<file path="config.mk">
export PLATFORM = sky130hd
export DESIGN_NAME = pipe_lane_manager
export DESIGN_NICKNAME = d
export VERILOG_FILES = /design/src/pipe_lane_manager.v /design/src/sci_cfg_mem.v
export VERILOG_INCLUDE_DIRS = /design/src
export SDC_FILE = /design/constraint.sdc
export NUM_CORES = 1
export LEC_CHECK = 0
export ABC_AREA = 1
export BUFFER_PORTS_ARGS = -buffer_cell sky130_fd_sc_hd__buf_2
export CAP_MARGIN = 30
export CORE_MARGIN = 4
export CORE_UTILIZATION = 50
export DETAILED_ROUTE_END_ITERATION = 8
export MAX_ROUTING_LAYER = met4
export PLACE_DENSITY = 0.78
export SYNTH_ARGS = -nofsm -noshare
export SYNTH_HDL_FRONTEND = slang
export SYNTH_SLANG_ARGS = --single-unit
export TNS_END_PERCENT = 50
</file>
<file path="constraint.sdc">
create_clock -name SYS_CLK -period 5.2 [get_ports SYS_CLK]
set_clock_uncertainty 0.05 [all_clocks]
set_input_delay 0.78 -clock SYS_CLK [delete_from_list [all_inputs] [get_ports SYS_CLK]]
set_output_delay 0.78 -clock SYS_CLK [all_outputs]
set_load 0.02 [all_outputs]
</file>
<file path="src/lane_mgr_regs.vh">
// Functional notes
// - each channel raises its recovery loss flag while unlocked or still acquiring lock.
// - config client port has 6-bit address, 8-bit write data, 8-bit read data.
// - whole quad is held in reset while quad reset input is high.
// - transmit PLL loss flag is high while the PLL is not locked.
// - in 8-bit mode a half-rate clock toggled on each synchronised PCLK rising edge is driven out.
// - lane order high maps PIPE lanes 0..3 straight onto channels 0..3.
// - lane order low maps PIPE lanes 3,2,1,0 onto channels 0,1,2,3.
// - after link-up, channels of unconfigured lanes get receive reset held high; the code holds no channel when the captured vector is all zero.
// - a held channel shows inactive outputs and its transmitter stays electrically idle.
// - downgrade to two or one lane; vector 1000b keeps channel 0 active only when lane order is low, channel 3 when high.
// - in P1 with detection requested, PhyStatus reports a completed receiver detection.
// - power state 00 is P0, 10 is P1; other codes never requested.
`ifndef LANE_MGR_REGS_VH
`define LANE_MGR_REGS_VH

// apb register byte addresses
`define CTRL_ADDR 8'h00
`define STATUS_ADDR 8'h04
`define CAPTURE_ADDR 8'h08
`define CTRL_SOFT_RST_BIT 0
`define CTRL_RESET 1'b0

// status register field positions
`define ST_CAPTURED_BIT 0
`define ST_ORDER_BIT 1
`define ST_CHRST_LSB 2
`define ST_CDR_LSB 6
`define ST_PLL_BIT 10
`define ST_QRST_BIT 11

// power state and detection status codes
`define PWR_P0 2'h0
`define PWR_P1 2'h2
`define RXST_NONE 3'h0
`define RXST_DETECTED 3'h3

// timing
`define CLK_NS 50
`define DET_TIME_NS 1000
`define DET_CYC ((`DET_TIME_NS + `CLK_NS - 1) / `CLK_NS)

// width of the pin synchroniser vector
`define SYNC_W 40

`endif

</file>
<file path="src/pipe_lane_manager.v">
`timescale 1ns/100ps
`include "lane_mgr_regs.vh"
module pipe_lane_manager (
  input wire SYS_CLK,
  input wire RST,
  // apb slave
  input wire PSEL,
  input wire PENABLE,
  input wire PWRITE,
  input wire [7:0] PADDR,
  input wire [31:0] PWDATA,
  output reg [31:0] PRDATA,
  output reg PREADY,
  output reg PSLVERR,
  // link clock and mac support pins
  input wire PCLK,
  input wire MODE_8BIT,
  input wire LINK_UP_PULSE,
  input wire [3:0] CFG_LANES,
  input wire LANE_ORDER,
  input wire QUAD_RESET_IN,
  // serdes lock status
  input wire [3:0] CDR_LOCKED,
  input wire PLL_LOCKED,
  // pipe command and status
  input wire [1:0] POWER_STATE,
  input wire DETECT_REQ,
  input wire FAR_END_PRESENT,
  input wire [3:0] LANE_TX_ELEC_IDLE,
  output reg PHY_STATUS,
  output reg [2:0] RX_STATUS,
  output reg [3:0] LANE_LOCKED,
  // configuration client port
  input wire [5:0] SCI_ADDR,
  input wire [7:0] SCI_WDATA,
  input wire SCI_SEL_AUX,
  input wire SCI_EN_AUX,
  input wire SCI_RD,
  input wire SCI_WR_N,
  output wire [7:0] SCI_RDATA,
  // serdes facing outputs
  output reg [3:0] CDR_LOSS_FLAG,
  output reg PLL_LOSS_FLAG,
  output reg HALF_RATE_CLOCK,
  output reg [3:0] CHANNEL_RX_RESET,
  output reg [3:0] CHANNEL_TX_ELEC_IDLE,
  output reg QUAD_RESET
);

  localparam ST_IDLE = 2'h0;
  localparam ST_DETECT = 2'h1;
  localparam ST_REPORT = 2'h2;
  localparam integer DET_LAST = `DET_CYC - 1;
  // sync reset image: quad reset pin held, write strobe idle high
  localparam [`SYNC_W-1:0] SYNC_IDLE = 40'h0080000001;

  reg [`SYNC_W-1:0] sync1;
  reg [`SYNC_W-1:0] sync2;
  wire pclk_s;
  wire mode8_s;
  wire link_up_s;
  wire [3:0] cfg_s;
  wire order_s;
  wire qrst_s;
  wire [3:0] cdr_lock_s;
  wire pll_lock_s;
  wire [1:0] pwr_s;
  wire detect_s;
  wire present_s;
  wire [3:0] txei_s;
  wire [5:0] sci_addr_s;
  wire [7:0] sci_wdata_s;
  wire sel_aux_s;
  wire en_aux_s;
  wire sci_rd_s;
  wire sci_wr_n_s;

  reg pclk_d;
  wire pclk_rise;
  reg soft_rst;
  wire quad_rst_now;
  reg captured;
  reg [3:0] cfg_cap;
  wire [3:0] chan_cfg;
  wire [3:0] next_chan_rst;
  wire [3:0] chan_lock;
  reg [1:0] det_state;
  reg [4:0] det_cnt;
  reg [1:0] pwr_d;
  reg report_pulse;
  wire pwr_ok;
  wire pwr_change;
  reg sci_wr_n_d;
  wire sci_we;
  wire sci_aux;
  wire apb_access;
  wire apb_done;
  reg [31:0] rd_mux;
  reg addr_hit;

  // two-flop synchroniser for every pin from outside the clock domain
  always @(posedge SYS_CLK) begin
    if (RST) begin
      sync1 <= SYNC_IDLE; // no false strobe edge or quad reset drop
      sync2 <= SYNC_IDLE;
    end else begin
      sync1 <= {PCLK, MODE_8BIT, LINK_UP_PULSE, CFG_LANES, LANE_ORDER,
                QUAD_RESET_IN, CDR_LOCKED, PLL_LOCKED, POWER_STATE,
                DETECT_REQ, FAR_END_PRESENT, LANE_TX_ELEC_IDLE, SCI_ADDR,
                SCI_WDATA, SCI_SEL_AUX, SCI_EN_AUX, SCI_RD, SCI_WR_N};
      sync2 <= sync1;
    end
  end

  // unpack the synchronised vector
  assign {pclk_s, mode8_s, link_up_s, cfg_s, order_s, qrst_s, cdr_lock_s,
          pll_lock_s, pwr_s, detect_s, present_s, txei_s, sci_addr_s,
          sci_wdata_s, sel_aux_s, en_aux_s, sci_rd_s, sci_wr_n_s} = sync2;

  // link clock edge finder
  always @(posedge SYS_CLK) begin
    if (RST) begin
      pclk_d <= 1'b0;
    end else begin
      pclk_d <= pclk_s;
    end
  end

  assign pclk_rise = pclk_s & ~pclk_d;

  // quad reset from the pin or from software
  assign quad_rst_now = qrst_s | soft_rst;

  always @(posedge SYS_CLK) begin
    if (RST) begin
      QUAD_RESET <= 1'b1;
    end else begin
      QUAD_RESET <= quad_rst_now;
    end
  end

  // half-rate clock toggles on each link clock rising edge in 8-bit mode
  always @(posedge SYS_CLK) begin
    if (RST) begin
      HALF_RATE_CLOCK <= 1'b0;
    end else if (quad_rst_now | ~mode8_s) begin
      HALF_RATE_CLOCK <= 1'b0;
    end else if (pclk_rise) begin
      HALF_RATE_CLOCK <= ~HALF_RATE_CLOCK;
    end
  end

  // configured-lane vector caught on the first link-up seen at a pclk edge
  always @(posedge SYS_CLK) begin
    if (RST) begin
      captured <= 1'b0;
      cfg_cap <= 4'h0;
    end else if (quad_rst_now) begin
      captured <= 1'b0;
      cfg_cap <= 4'h0;
    end else if (pclk_rise & link_up_s & ~captured) begin
      captured <= 1'b1;
      cfg_cap <= cfg_s;
    end
  end

  // per-channel lane mapping, resets and idle forcing
  genvar c;
  generate
    for (c = 0; c < 4; c = c + 1) begin : g_chan
      // channel c carries lane c when order is high, lane 3-c when low
      assign chan_cfg[c] = order_s ? cfg_cap[c] : cfg_cap[3-c];
      // all-zero vector means downgrade is unused, nothing held
      assign next_chan_rst[c] = quad_rst_now |
                                (captured & (cfg_cap != 4'h0) & ~chan_cfg[c]);
      assign chan_lock[c] = cdr_lock_s[c] & ~CHANNEL_RX_RESET[c];

      always @(posedge SYS_CLK) begin
        if (RST) begin
          CHANNEL_RX_RESET[c] <= 1'b1;
          CHANNEL_TX_ELEC_IDLE[c] <= 1'b1;
          CDR_LOSS_FLAG[c] <= 1'b1;
          LANE_LOCKED[c] <= 1'b0;
        end else begin
          CHANNEL_RX_RESET[c] <= next_chan_rst[c];
          // held channel stays electrically idle
          CHANNEL_TX_ELEC_IDLE[c] <= next_chan_rst[c] |
                                     (order_s ? txei_s[c] : txei_s[3-c]);
          CDR_LOSS_FLAG[c] <= ~cdr_lock_s[c] | quad_rst_now;
          // pipe lane c shows its channel's lock, inactive when held
          LANE_LOCKED[c] <= order_s ? chan_lock[c] : chan_lock[3-c];
        end
      end
    end
  endgenerate

  // transmit pll loss flag
  always @(posedge SYS_CLK) begin
    if (RST) begin
      PLL_LOSS_FLAG <= 1'b1;
    end else begin
      PLL_LOSS_FLAG <= ~pll_lock_s | quad_rst_now;
    end
  end

  // supported power states only
  assign pwr_ok = (pwr_s == `PWR_P0) | (pwr_s == `PWR_P1);
  assign pwr_change = (pwr_s != pwr_d) & pwr_ok &
                      ((pwr_d == `PWR_P0) | (pwr_d == `PWR_P1));

  // receiver detection sequence
  always @(posedge SYS_CLK) begin
    if (RST) begin
      det_state <= ST_IDLE;
      det_cnt <= 5'h00;
      report_pulse <= 1'b0;
      RX_STATUS <= `RXST_NONE;
    end else if (quad_rst_now) begin
      det_state <= ST_IDLE;
      det_cnt <= 5'h00;
      report_pulse <= 1'b0;
      RX_STATUS <= `RXST_NONE;
    end else begin
      report_pulse <= 1'b0;
      case (det_state)
        ST_IDLE: begin
          det_cnt <= 5'h00;
          if (detect_s & (pwr_s == `PWR_P1)) begin
            det_state <= ST_DETECT;
          end
        end
        ST_DETECT: begin
          if (~detect_s | (pwr_s != `PWR_P1)) begin
            det_state <= ST_IDLE;
          end else if (det_cnt == DET_LAST[4:0]) begin
            report_pulse <= 1'b1;
            RX_STATUS <= present_s ? `RXST_DETECTED : `RXST_NONE;
            det_state <= ST_REPORT;
          end else begin
            det_cnt <= det_cnt + 5'h01;
          end
        end
        ST_REPORT: begin
          // wait for the mac to drop its request
          if (~detect_s) begin
            det_state <= ST_IDLE;
          end
        end
        default: begin
          det_state <= ST_IDLE;
        end
      endcase
    end
  end

  // phystatus pulses on detection result and on power state changes
  always @(posedge SYS_CLK) begin
    if (RST) begin
      pwr_d <= `PWR_P0;
      PHY_STATUS <= 1'b0;
    end else begin
      pwr_d <= pwr_s;
      PHY_STATUS <= ~quad_rst_now & (report_pulse | pwr_change);
    end
  end

  // configuration client port: write on falling write strobe
  always @(posedge SYS_CLK) begin
    if (RST) begin
      sci_wr_n_d <= 1'b1;
    end else begin
      sci_wr_n_d <= sci_wr_n_s;
    end
  end

  assign sci_we = sci_wr_n_d & ~sci_wr_n_s;
  assign sci_aux = sel_aux_s & en_aux_s;

  sci_cfg_mem u_cfg_mem (
    .clk(SYS_CLK),
    .we(sci_we),
    .waddr({sci_aux, sci_addr_s}),
    .wdata(sci_wdata_s),
    .re(sci_rd_s),
    .raddr({sci_aux, sci_addr_s}),
    .rst(RST),
    .rdata(SCI_RDATA)
  );

  // apb: one wait state, write and read data at pready edge
  assign apb_access = PSEL & PENABLE & ~PREADY;
  assign apb_done = PSEL & PENABLE & PREADY;

  // read mux and address decode
  always @* begin
    rd_mux = 32'h00000000;
    addr_hit = 1'b1;
    case (PADDR)
      `CTRL_ADDR: begin
        rd_mux[`CTRL_SOFT_RST_BIT] = soft_rst;
      end
      `STATUS_ADDR: begin
        rd_mux[`ST_CAPTURED_BIT] = captured;
        rd_mux[`ST_ORDER_BIT] = order_s;
        rd_mux[`ST_CHRST_LSB+3:`ST_CHRST_LSB] = CHANNEL_RX_RESET;
        rd_mux[`ST_CDR_LSB+3:`ST_CDR_LSB] = CDR_LOSS_FLAG;
        rd_mux[`ST_PLL_BIT] = PLL_LOSS_FLAG;
        rd_mux[`ST_QRST_BIT] = QUAD_RESET;
      end
      `CAPTURE_ADDR: begin
        rd_mux[3:0] = cfg_cap;
      end
      default: begin
        addr_hit = 1'b0;
      end
    endcase
  end

  // apb handshake and read data
  always @(posedge SYS_CLK) begin
    if (RST) begin
      PREADY <= 1'b0;
      PSLVERR <= 1'b0;
      PRDATA <= 32'h00000000;
    end else if (apb_access) begin
      PREADY <= 1'b1;
      PSLVERR <= ~addr_hit;
      PRDATA <= PWRITE ? 32'h00000000 : rd_mux;
    end else begin
      PREADY <= 1'b0;
      PSLVERR <= 1'b0;
    end
  end

  // control register write
  always @(posedge SYS_CLK) begin
    if (RST) begin
      soft_rst <= `CTRL_RESET;
    end else if (apb_done & PWRITE & (PADDR == `CTRL_ADDR)) begin
      soft_rst <= PWDATA[`CTRL_SOFT_RST_BIT];
    end
  end

endmodule

</file>
<file path="src/sci_cfg_mem.v">
`timescale 1ns/100ps
// configuration register store, 128 x 8, registered read
module sci_cfg_mem (
  input wire clk,
  input wire we,
  input wire [6:0] waddr,
  input wire [7:0] wdata,
  input wire re,
  input wire [6:0] raddr,
  input wire rst,
  output reg [7:0] rdata
);

  reg [7:0] mem [0:127];

  // write port
  always @(posedge clk) begin
    if (we) begin
      mem[waddr] <= wdata;
    end
  end

  // read port, data held between reads
  always @(posedge clk) begin
    if (rst) begin
      rdata <= 8'h00;
    end else if (re) begin
      rdata <= mem[raddr];
    end
  end

endmodule

</file>
After elaboration in Yosys (flattened, before gate mapping)
Memories as Yosys holds them, arrays and structs flattened. A register that Yosys moved wholly into a read port is not among the register bits.
Index checks and enable logic that the tools add are counted.

word-level totals
  bits in registers = 155
  RAM bits = 1024
  output and inout bits = 65
  memories = 1

operators by class
  add/subtract/negate cells = 1
  equality and inequality tests = 14
  mux-type cells = 30
  bitwise gates (word level) = 67
  reductions and logical operators = 14

memories
  memory         depth  width  read ports  clocked after Yosys merged registers in  write ports  RTL line          RTL
  u_cfg_mem.mem  128    8      1           1                                        1            sci_cfg_mem.v:14  reg [7:0] mem [0:127];

operators with widths
  operator             count
  $not 1->1            25
  $and 1x1->1          23
  $or 1x1->1           19
  $mux 1               17
  $mux 12              1
  $mux 2               5
  $mux 5               2
  $ne 2x2->1 const B   5
  $pmux 5 s2           1
  $reduce_and 3->1     3
  $eq 8x3->1 const B   1
  $eq 8x4->1 const B   1
  $logic_not 8->1      1
  $mux 8               1
  $eq 2x2->1 const B   3
  $logic_not 2->1      3
  $pmux 2 s3           1
  $pmux 3 s2           1
  $reduce_or 2->1      3
  $add 5x1->5 const B  1
  $eq 5x5->1 const B   1
  $reduce_bool 4->1    1
  $reduce_or 4->1      1
  $ne 3x3->1 const B   1
  5 further kinds      5

Longest topological paths before layout
Gate-level depths: netlist (run 1).

  depth in word-level cells = 6
  mapped depth = 16
  depth with buffers taken out = 12

Modules after synthesis
Synthesis (run 1) repeated with hierarchy kept, for this count alone.

unflattened totals
  cells, all modules = 4100
  area total of the unflattened synthesis = 46684.8 um2

modules (own cells, without submodules)
  module             instances  cells each  area each (um2)  seq. area each (um2)
  sci_cfg_mem        1          3545        42144.2          30909.6
  pipe_lane_manager  1          555         4540.6           2662.6

Worst setup path before layout (run 1)
OpenSTA, ideal clock, no wires.

  path kind = flip-flop to flip-flop
  start point = reg sync2[4]
  end point = mem u_cfg_mem.mem[0][0], data pin
  library setup time = 526 ps
  arrival = 1823 ps
  required time = 4624 ps
  setup slack = 2801 ps
  stages on the path, launching flop included = 1
  cell sequence = dfxtp_1

RTL lines
  element                 RTL line                 RTL
  from (decl)             pipe_lane_manager.v:58   reg [`SYNC_W-1:0] sync2;
  from (signal assigned)  pipe_lane_manager.v:111  sync2 <= sync1;
  to (decl)               sci_cfg_mem.v:14

No word-level cell before the write port.

Worst setup path after layout (run 1)
  start point = reg sync2[13]
  end point = mem u_cfg_mem.mem[10][0], enable pin

No word-level cell before the write port.

==> run summary, run 1 <==
status: finished clean
xor-xnor portion of the synthesized cell area: 0.0367%
Placed Cells: 5564
register area share after synthesis: 70.2%
Mapped Area: 0.0478 sq mm
Slew @ Worst Pin: 1.10 ns
Simple-Gate Fraction of Synth Area: 18.3%
Final #Nets: 4497
HPWL Detailed: 61400 um
Syn Area/Cell: 10.9 sq um
CP Cell Sequence: inv_1, nor2_4, nand2_2, nor2_1
top_reg_cell synth: edfxtp_1
leak pwr: 0.0205 uW
Mapped Cells: 4381
top-area cell type share of the netlist area: 64.3%
Synth Area in Compound Gates: 4.56%
met2 wire len: 53300 um
Layout Cells excl Fill: 5770
largest net degree at the start of global routing: 240
RSZ-0062 raised after global routing: false
Final Setup Violations: 0
TritonCTS clock tree: yes
worst r2r src: sync2[13]
area occupied by multi-input gates: 0.0111 sq mm
final worst path period share: 67.7%
initial antenna violation count: 0
Syn. warnings: 0
vias per inst: 5.33
count of clock tree sinks: 1165
Starting Density: 50.4%
relative slew slack: 26.5%
post-synthesis cell type count: 36
critical path's slowest cell: nor2_1
most frequent cells in the layout: edfxtp_1 (1024), nand2_1 (813), nor2_1 (808)
Worst Hold Class: in -> reg
DIE AREA: 0.101 sq mm
Post-synth ARST share: 0%
number of buffers added on ports: 97
row count: 113
setup repair bufs after CTS: 0
first-pass GRT wire length: 164000 um
Clock Latency Late Sink: 0.68 ns
Root Buffer: clkbuf_16
Top Ports: 150
Post-Synth Adder-Cell Area: 0.0262%
capture point of the critical path: u_cfg_mem.mem[10][0]
total track usage: 21.9%
chip width: 317 um
post-synthesis register bit count: 1165
TritonCTS Buffers: 107
crit path time final: 3.52 ns
clk buf depth: 3
M1 WL: 42300 um
CP Max Fanout: 27
startpoint types: flop
WL per Instance: 19.0 um
# Max-Cap Violations: 0
detailed-route via count: 30800
final hold viol count: 0
Area Overhead vs Synth: 10.3%
vias in the first global route: 29400
number of remaining DRC errors: 0
most common cell after layout, fill and taps aside: edfxtp_1
leading area contributor after synthesis: edfxtp_1
cell area power density: 359 mW/mm^2
Sequential cell area: 0.0336 sq mm
Worst R2R Path Depth: 4
cts hold-fix bufs: 0
Crit Path Category: reg -> reg
GPL Wtd Cong: 0.857
Critical Path AT: 3.78 ns
Clk pin slew, worst setup/hold paths: 0.06 ns
drt pass-1 iters: 6
overall routed net length: 109000 um
CORE AREA: 0.0949 sq mm
initial DRC count: 3349
setup TNS: 0 ns
met3 WL post-DR: 9730 um
GRT overflow: 0
mux contribution to synthesized area: 0%
Slew Limit Fails: 0
fmax: 0.284 GHz
H-tree levels: 3
Detail Route Antenna Nets: 0
top cells by area, synth: edfxtp_1 (64%), nand2_1 (6.4%), nor2_1 (6.4%)
Crit. Startpoint: sync2[13]
layout cells sized above 1: 10.6%
Resized cells post-CTS: 0
Reg2Reg Capture Point: u_cfg_mem.mem[10][0]
R2R Setup Slk: 1.68 ns
die height: 317 um
Worst VDD drop: 319 uV
slowest stage delay, CP: 0.93 ns
Layout fillers: 7409
EDFF count, synth: 1024
largest family of logic cells by synthesized area: simple AND/OR/NAND/NOR gates
top layer in use: met4
Critical Path Sink Type: flop
hold_sp: SCI_WDATA[5]
Worst EP required: 5.46 ns
## worst min path at each step
stage                          to  slack (ns)  depth (start not counted)
floorplan           PLL_LOSS_FLAG        0.30                          1
global placement    PLL_LOSS_FLAG        0.31                          1
detailed placement  PLL_LOSS_FLAG        0.31                          1
CTS                      sync1[0]        0.22                          2
global route             sync1[0]        0.24                          2
finish                   sync1[9]        0.25                          3
## kinds of logic after synthesis
family	Yosys count
other	1
adders and majority gates	1
AOI/OAI and AO/OA	356
DFF	1165
buffers and inverters	757
xor gates and xnor gates	2
and+or+nand+nor	2099
## where the power goes
group	internal (uW)	leakage [uW]	switching, uW
clock	4610	0.00178	3360
combinational	198	0.00810	524
sequential	10200	0.0106	79.0
## synth_stat cells, types with 3 or more instances
| master | count |
|---|---|
| clkbuf_1 | 67 |
| nor2_1 | 809 |
| nor3b_1 | 3 |
| nand4_1 | 11 |
| nand3_1 | 241 |
| inv_1 | 521 |
| nand2_1 | 817 |
| or2_2 | 166 |
| buf_4 | 33 |
| a21oi_1 | 29 |
| nor3_1 | 5 |
| o211ai_1 | 148 |
| or2_0 | 8 |
| buf_2 | 109 |
| or2_1 | 33 |
| edfxtp_1 | 1024 |
| clkbuf_2 | 4 |
| o221ai_1 | 3 |
| o21ai_0 | 151 |
| dfxtp_1 | 141 |
| buf_6 | 18 |
| o21a_1 | 4 |
| o21ai_1 | 20 |
## through the flow
stage	setup slack (ns)	utilization (%)	power [uW]	cell area [sq um]	hold WS, ns
global route	1.49	55.6	19500	52700	0.239
CTS	1.76	55.5	19000	52700	0.219
global placement	1.83	51.7	11100	49000	0.308
floorplan	2.80	-	10900	47900	0.302
finish	1.68	55.6	18900	52700	0.253
detailed placement	1.78	51.7	11100	49100	0.315
## routing by layer
metal | GRT usage, % | vias up
li1 | - | 14400
met1 | 27.9 | 14700
met2 | 35.5 | 1448
met3 | 3.60 | 259
met4 | 8.72 | 0
met5 | - | -
## worst max-delay path: cells and delay by family (launching register included)
kind                   cells  cell delay [ns]
DFF                        1             0.49
buffers and inverters      1             0.15
and+or+nand+nor            3             2.44
## state kept, by name, summed over array words and instances, names as in the netlist, 2 cells and up
| register | cells |
|---|---|
| PRDATA | 12 |
| cfg_cap | 4 |
| CHANNEL_TX_ELEC_IDLE | 4 |
| sync2 | 40 |
| LANE_LOCKED | 4 |
| CHANNEL_RX_RESET | 4 |
| sync1 | 40 |
| u_cfg_mem.rdata | 8 |
| pwr_d | 2 |
| det_cnt | 5 |
| CDR_LOSS_FLAG | 4 |
| det_state | 2 |
| u_cfg_mem.mem | 1024 |
## layout make-up
| cell class | instances | share of cell area, % |
|---|---|---|
| sequential | 1165 | 63.7 |
| multi-input combinational | 2479 | 21.0 |
| clock buffer | 149 | 5.81 |
| inverter | 524 | 3.74 |
| tap | 1265 | 3.00 |
| timing repair buffer | 134 | 1.66 |
| clock inverter | 53 | 1.03 |
| antenna | 1 | 0.00475 |
No activity file was read; power rests on OpenSTA's default activity.
==> inputs of run 2 (changes only) <==
--- a/config.mk
+++ b/config.mk
@@ -6,7 +6,7 @@
 export SDC_FILE = /design/constraint.sdc
 export NUM_CORES = 1
 export LEC_CHECK = 0
-export ABC_AREA = 1
+export ABC_AREA = 0
 export BUFFER_PORTS_ARGS = -buffer_cell sky130_fd_sc_hd__buf_2
 export CAP_MARGIN = 30
 export CORE_MARGIN = 4
==> constraint.sdc (replaced) <==
create_clock -name SYS_CLK -period 3.3 [get_ports SYS_CLK]
set_clock_uncertainty 0.05 [all_clocks]
set_input_delay 0.495 -clock SYS_CLK [delete_from_list [all_inputs] [get_ports SYS_CLK]]
set_output_delay 0.495 -clock SYS_CLK [all_outputs]
set_load 0.02 [all_outputs]
==> run summary, run 2 <==
number of flip-flops under the largest register name: 1024 (unchanged)
Worst R2R Path Depth: 8 (+4)
number of remaining DRC errors: 0 (unchanged)
Root Buffer: clkbuf_16
area occupied by multi-input gates: 0.00992 sq mm (-10%)
DIE AREA: 0.0937 sq mm (-6.9%)
Starting Density: 50.3% (about the same)
H-tree levels: 3 (unchanged)
Sequential cell area: 0.0336 sq mm (unchanged)
pre-CTS WS: 0.303 ns (-1.48 ns)
post-synthesis register bit count: 1165 (unchanged)
Synth top cells by count: edfxtp_1 (1024), mux2i_1 (515), o22ai_1 (254), nor2_1 (174), dfxtp_1 (141)
status: finished clean
Mapped Area: 0.0444 sq mm (-7.1%)
final hold viol count: 0 (unchanged)
Post-synth ARST share: 0% (unchanged)
top-area cell type share of the netlist area: 69.2% (+4.9 points)
GRT overflow: 0 (unchanged)
Critical Path AT: 3.61 ns (-0.17 ns)
total track usage: 21.9% (-0.049 points)
CP Max Fanout: 73 (+170%)
row count: 109 (-3.5%)
Clk pin slew, worst setup/hold paths: 0.06 ns (about the same)
Crit Path Category: reg -> reg
top cells by area, synth: edfxtp_1 (69%), mux2i_1 (12%), dfxtp_1 (6.4%)
chip width: 306 um (-3.5%)
final worst slack: 0.149 ns (-1.53 ns)
DP Area: 0.0467 sq mm (-4.7%)
leak pwr: 0.0151 uW (-26%)
Layout Cells excl Fill: 4149 (-28%)
vias in the first global route: 24800 (-16%)
Mapped Cells: 2693 (-39%)
die height: 306 um (-3.5%)
Syn. warnings: 0 (unchanged)
Resized cells post-CTS: 0 (unchanged)
detailed-route via count: 25000 (-19%)
Clock Latency Late Sink: 0.67 ns (about the same)
register area share after synthesis: 75.6% (+5.3 points)
overall routed net length: 103000 um (-6.2%)
top_reg_cell synth: edfxtp_1
setup TNS: 0 ns (unchanged)
Layout fillers: 6235 (-16%)
Final #Nets: 2972 (-34%)
top flop regs: u_cfg_mem.mem x1024, sync1 x40, sync2 x40
# Max-Cap Violations: 0 (unchanged)
Final Power: 30700 uW (+62%)
RSZ-0062 raised after global routing: false
cell area power density: 602 mW/mm^2 (+68%)
final worst path period share: 95.5% (+28 points)
Detail Route Antenna Nets: 0 (unchanged)
Critical Path Sink Type: flop
Worst Hold Class: in -> reg
Final Setup Violations: 0 (unchanged)
largest net degree at the start of global routing: 107 (-55%)
TritonCTS clock tree: yes
GPL Wtd Cong: 0.930 (+8.4%)
first-pass GRT wire length: 152000 um (-7.5%)
most common cell in the netlist: edfxtp_1
drt pass-1 iters: 9 (+3)
Worst EP required: 3.76 ns (-1.70 ns)
hold path depth: 2 (-1)
TritonCTS Buffers: 109 (+1.9%)
Slew @ Worst Pin: 1.02 ns (-0.0806 ns)
layout cells sized above 1: 13.9% (+3.3 points)
clk buf depth: 3 (unchanged)
final instance area: 0.0510 sq mm (-3.4%)
relative slew slack: 31.9% (+5.4 points)
HPWL Detailed: 61200 um (-0.42%)
initial DRC count: 3082 (-8.0%)
most frequent cells in the layout: edfxtp_1 (1024), mux2i_1 (515), o22ai_1 (254)
number of buffers added on ports: 97 (unchanged)
CORE AREA: 0.0882 sq mm (-7.0%)
WL per Instance: 24.7 um (+30%)
Slew Limit Fails: 0 (unchanged)
Worst VDD drop: 418 uV (+31%)
most common cell after layout, fill and taps aside: edfxtp_1
post-synthesis cell type count: 46 (+28%)
startpoint types: flop
Area Overhead vs Synth: 14.7%
cts hold-fix bufs: 27 (+27)
setup repair bufs after CTS: 0 (unchanged)
Top Ports: 150 (unchanged)
largest register by flop count: u_cfg_mem.mem
Placed Cells: 3912 (-30%)
vias per inst: 6.02 (+13%)
leading area contributor after synthesis: edfxtp_1
fmax: 0.317 GHz (+12%)
crit path time final: 3.15 ns (-0.371 ns)
EDFF count, synth: 1024 (unchanged)
count of clock tree sinks: 1165 (unchanged)
initial antenna violation count: 3 (+3)
Syn Area/Cell: 16.5 sq um (+51%)
## run 2: cell types whose count changed after synthesis, moves of 30 or more
cell,delta
nand2_1,-781
nor2_1,-635
inv_1,-515
mux2i_1,+515
o22ai_1,+254
nand3_1,-234
or2_2,-160
o211ai_1,-148
nor2b_1,+88
buf_2,-64
or2_1,-32
a41oi_1,+30
## run 2: final cells by class
class	instances	area share, %
repair buffers	242	3.98
multi-input cells	1362	19.5
well taps	1165	2.86
inverters	6	0.0442
flip-flops and latches	1165	66.0
clock buffers	130	5.65
clock inverters	76	2.01
diodes	3	0.0147
## run 2: final timing paths
| kind | start | to | slack [ns] |
|---|---|---|---|
| max reg2reg | sync2[12] | u_cfg_mem.rdata[3] | 0.15 |
| max | sync2[12] | u_cfg_mem.rdata[3] | 0.15 |
| min | SCI_WDATA[4] | sync1[8] | 0.04 |
| min reg2reg | sync2[26] | PLL_LOSS_FLAG | 0.32 |
## run 2: kinds of logic after synthesis
group | Yosys count | synth area share (%)
XOR/XNOR | 5 | 0.0986
adder cells (fa/ha/maj) | 1 | 0.0282
buffers and inverters | 186 | 2.31
AND/OR/NAND/NOR | 353 | 3.83
multiplexers | 522 | 11.8
other | 1 | 0.00844
AO/OA/AOI/OAI | 460 | 6.36
flip-flops | 1165 | 75.6
## run 2: worst max-delay path, cell delays in order (launching register included)
cell and delay (ns):
dfxtp_4 0.42, buf_12 0.39, buf_4 0.37, mux2i_1 0.26, o22ai_1 0.13, o21ai_0 0.48
a41oi_1 0.31, nor4_1 0.37, a211oi_1 0.13
## run 2: where the power goes
group	switching [uW]	internal, uW
clock network	5270	8180
logic	701	414
registers	105	16000
## run 2: per-stage QoR
| stage | hold WS (ns) | util (%) |
|---|---|---|
| 2_1_floorplan | 0.293 | - |
| 3_3_place_gp | 0.306 | 53.0 |
| 3_5_place_dp | 0.304 | 53.0 |
| 4_1_cts | 0.00241 | 57.7 |
| 5_1_grt | 0.0262 | 57.7 |
| 6_report | 0.0357 | 57.7 |
## run 2: metal layers
layer  global-route usage (%)  up-vias  share of wire [%]
met3                     3.88      269                9.1
met5                        -        -                  0
li1                         -    10900                  -
met4                     9.02        0                4.0
met2                     34.7     1376                 49
met1                     28.2    12500                 38
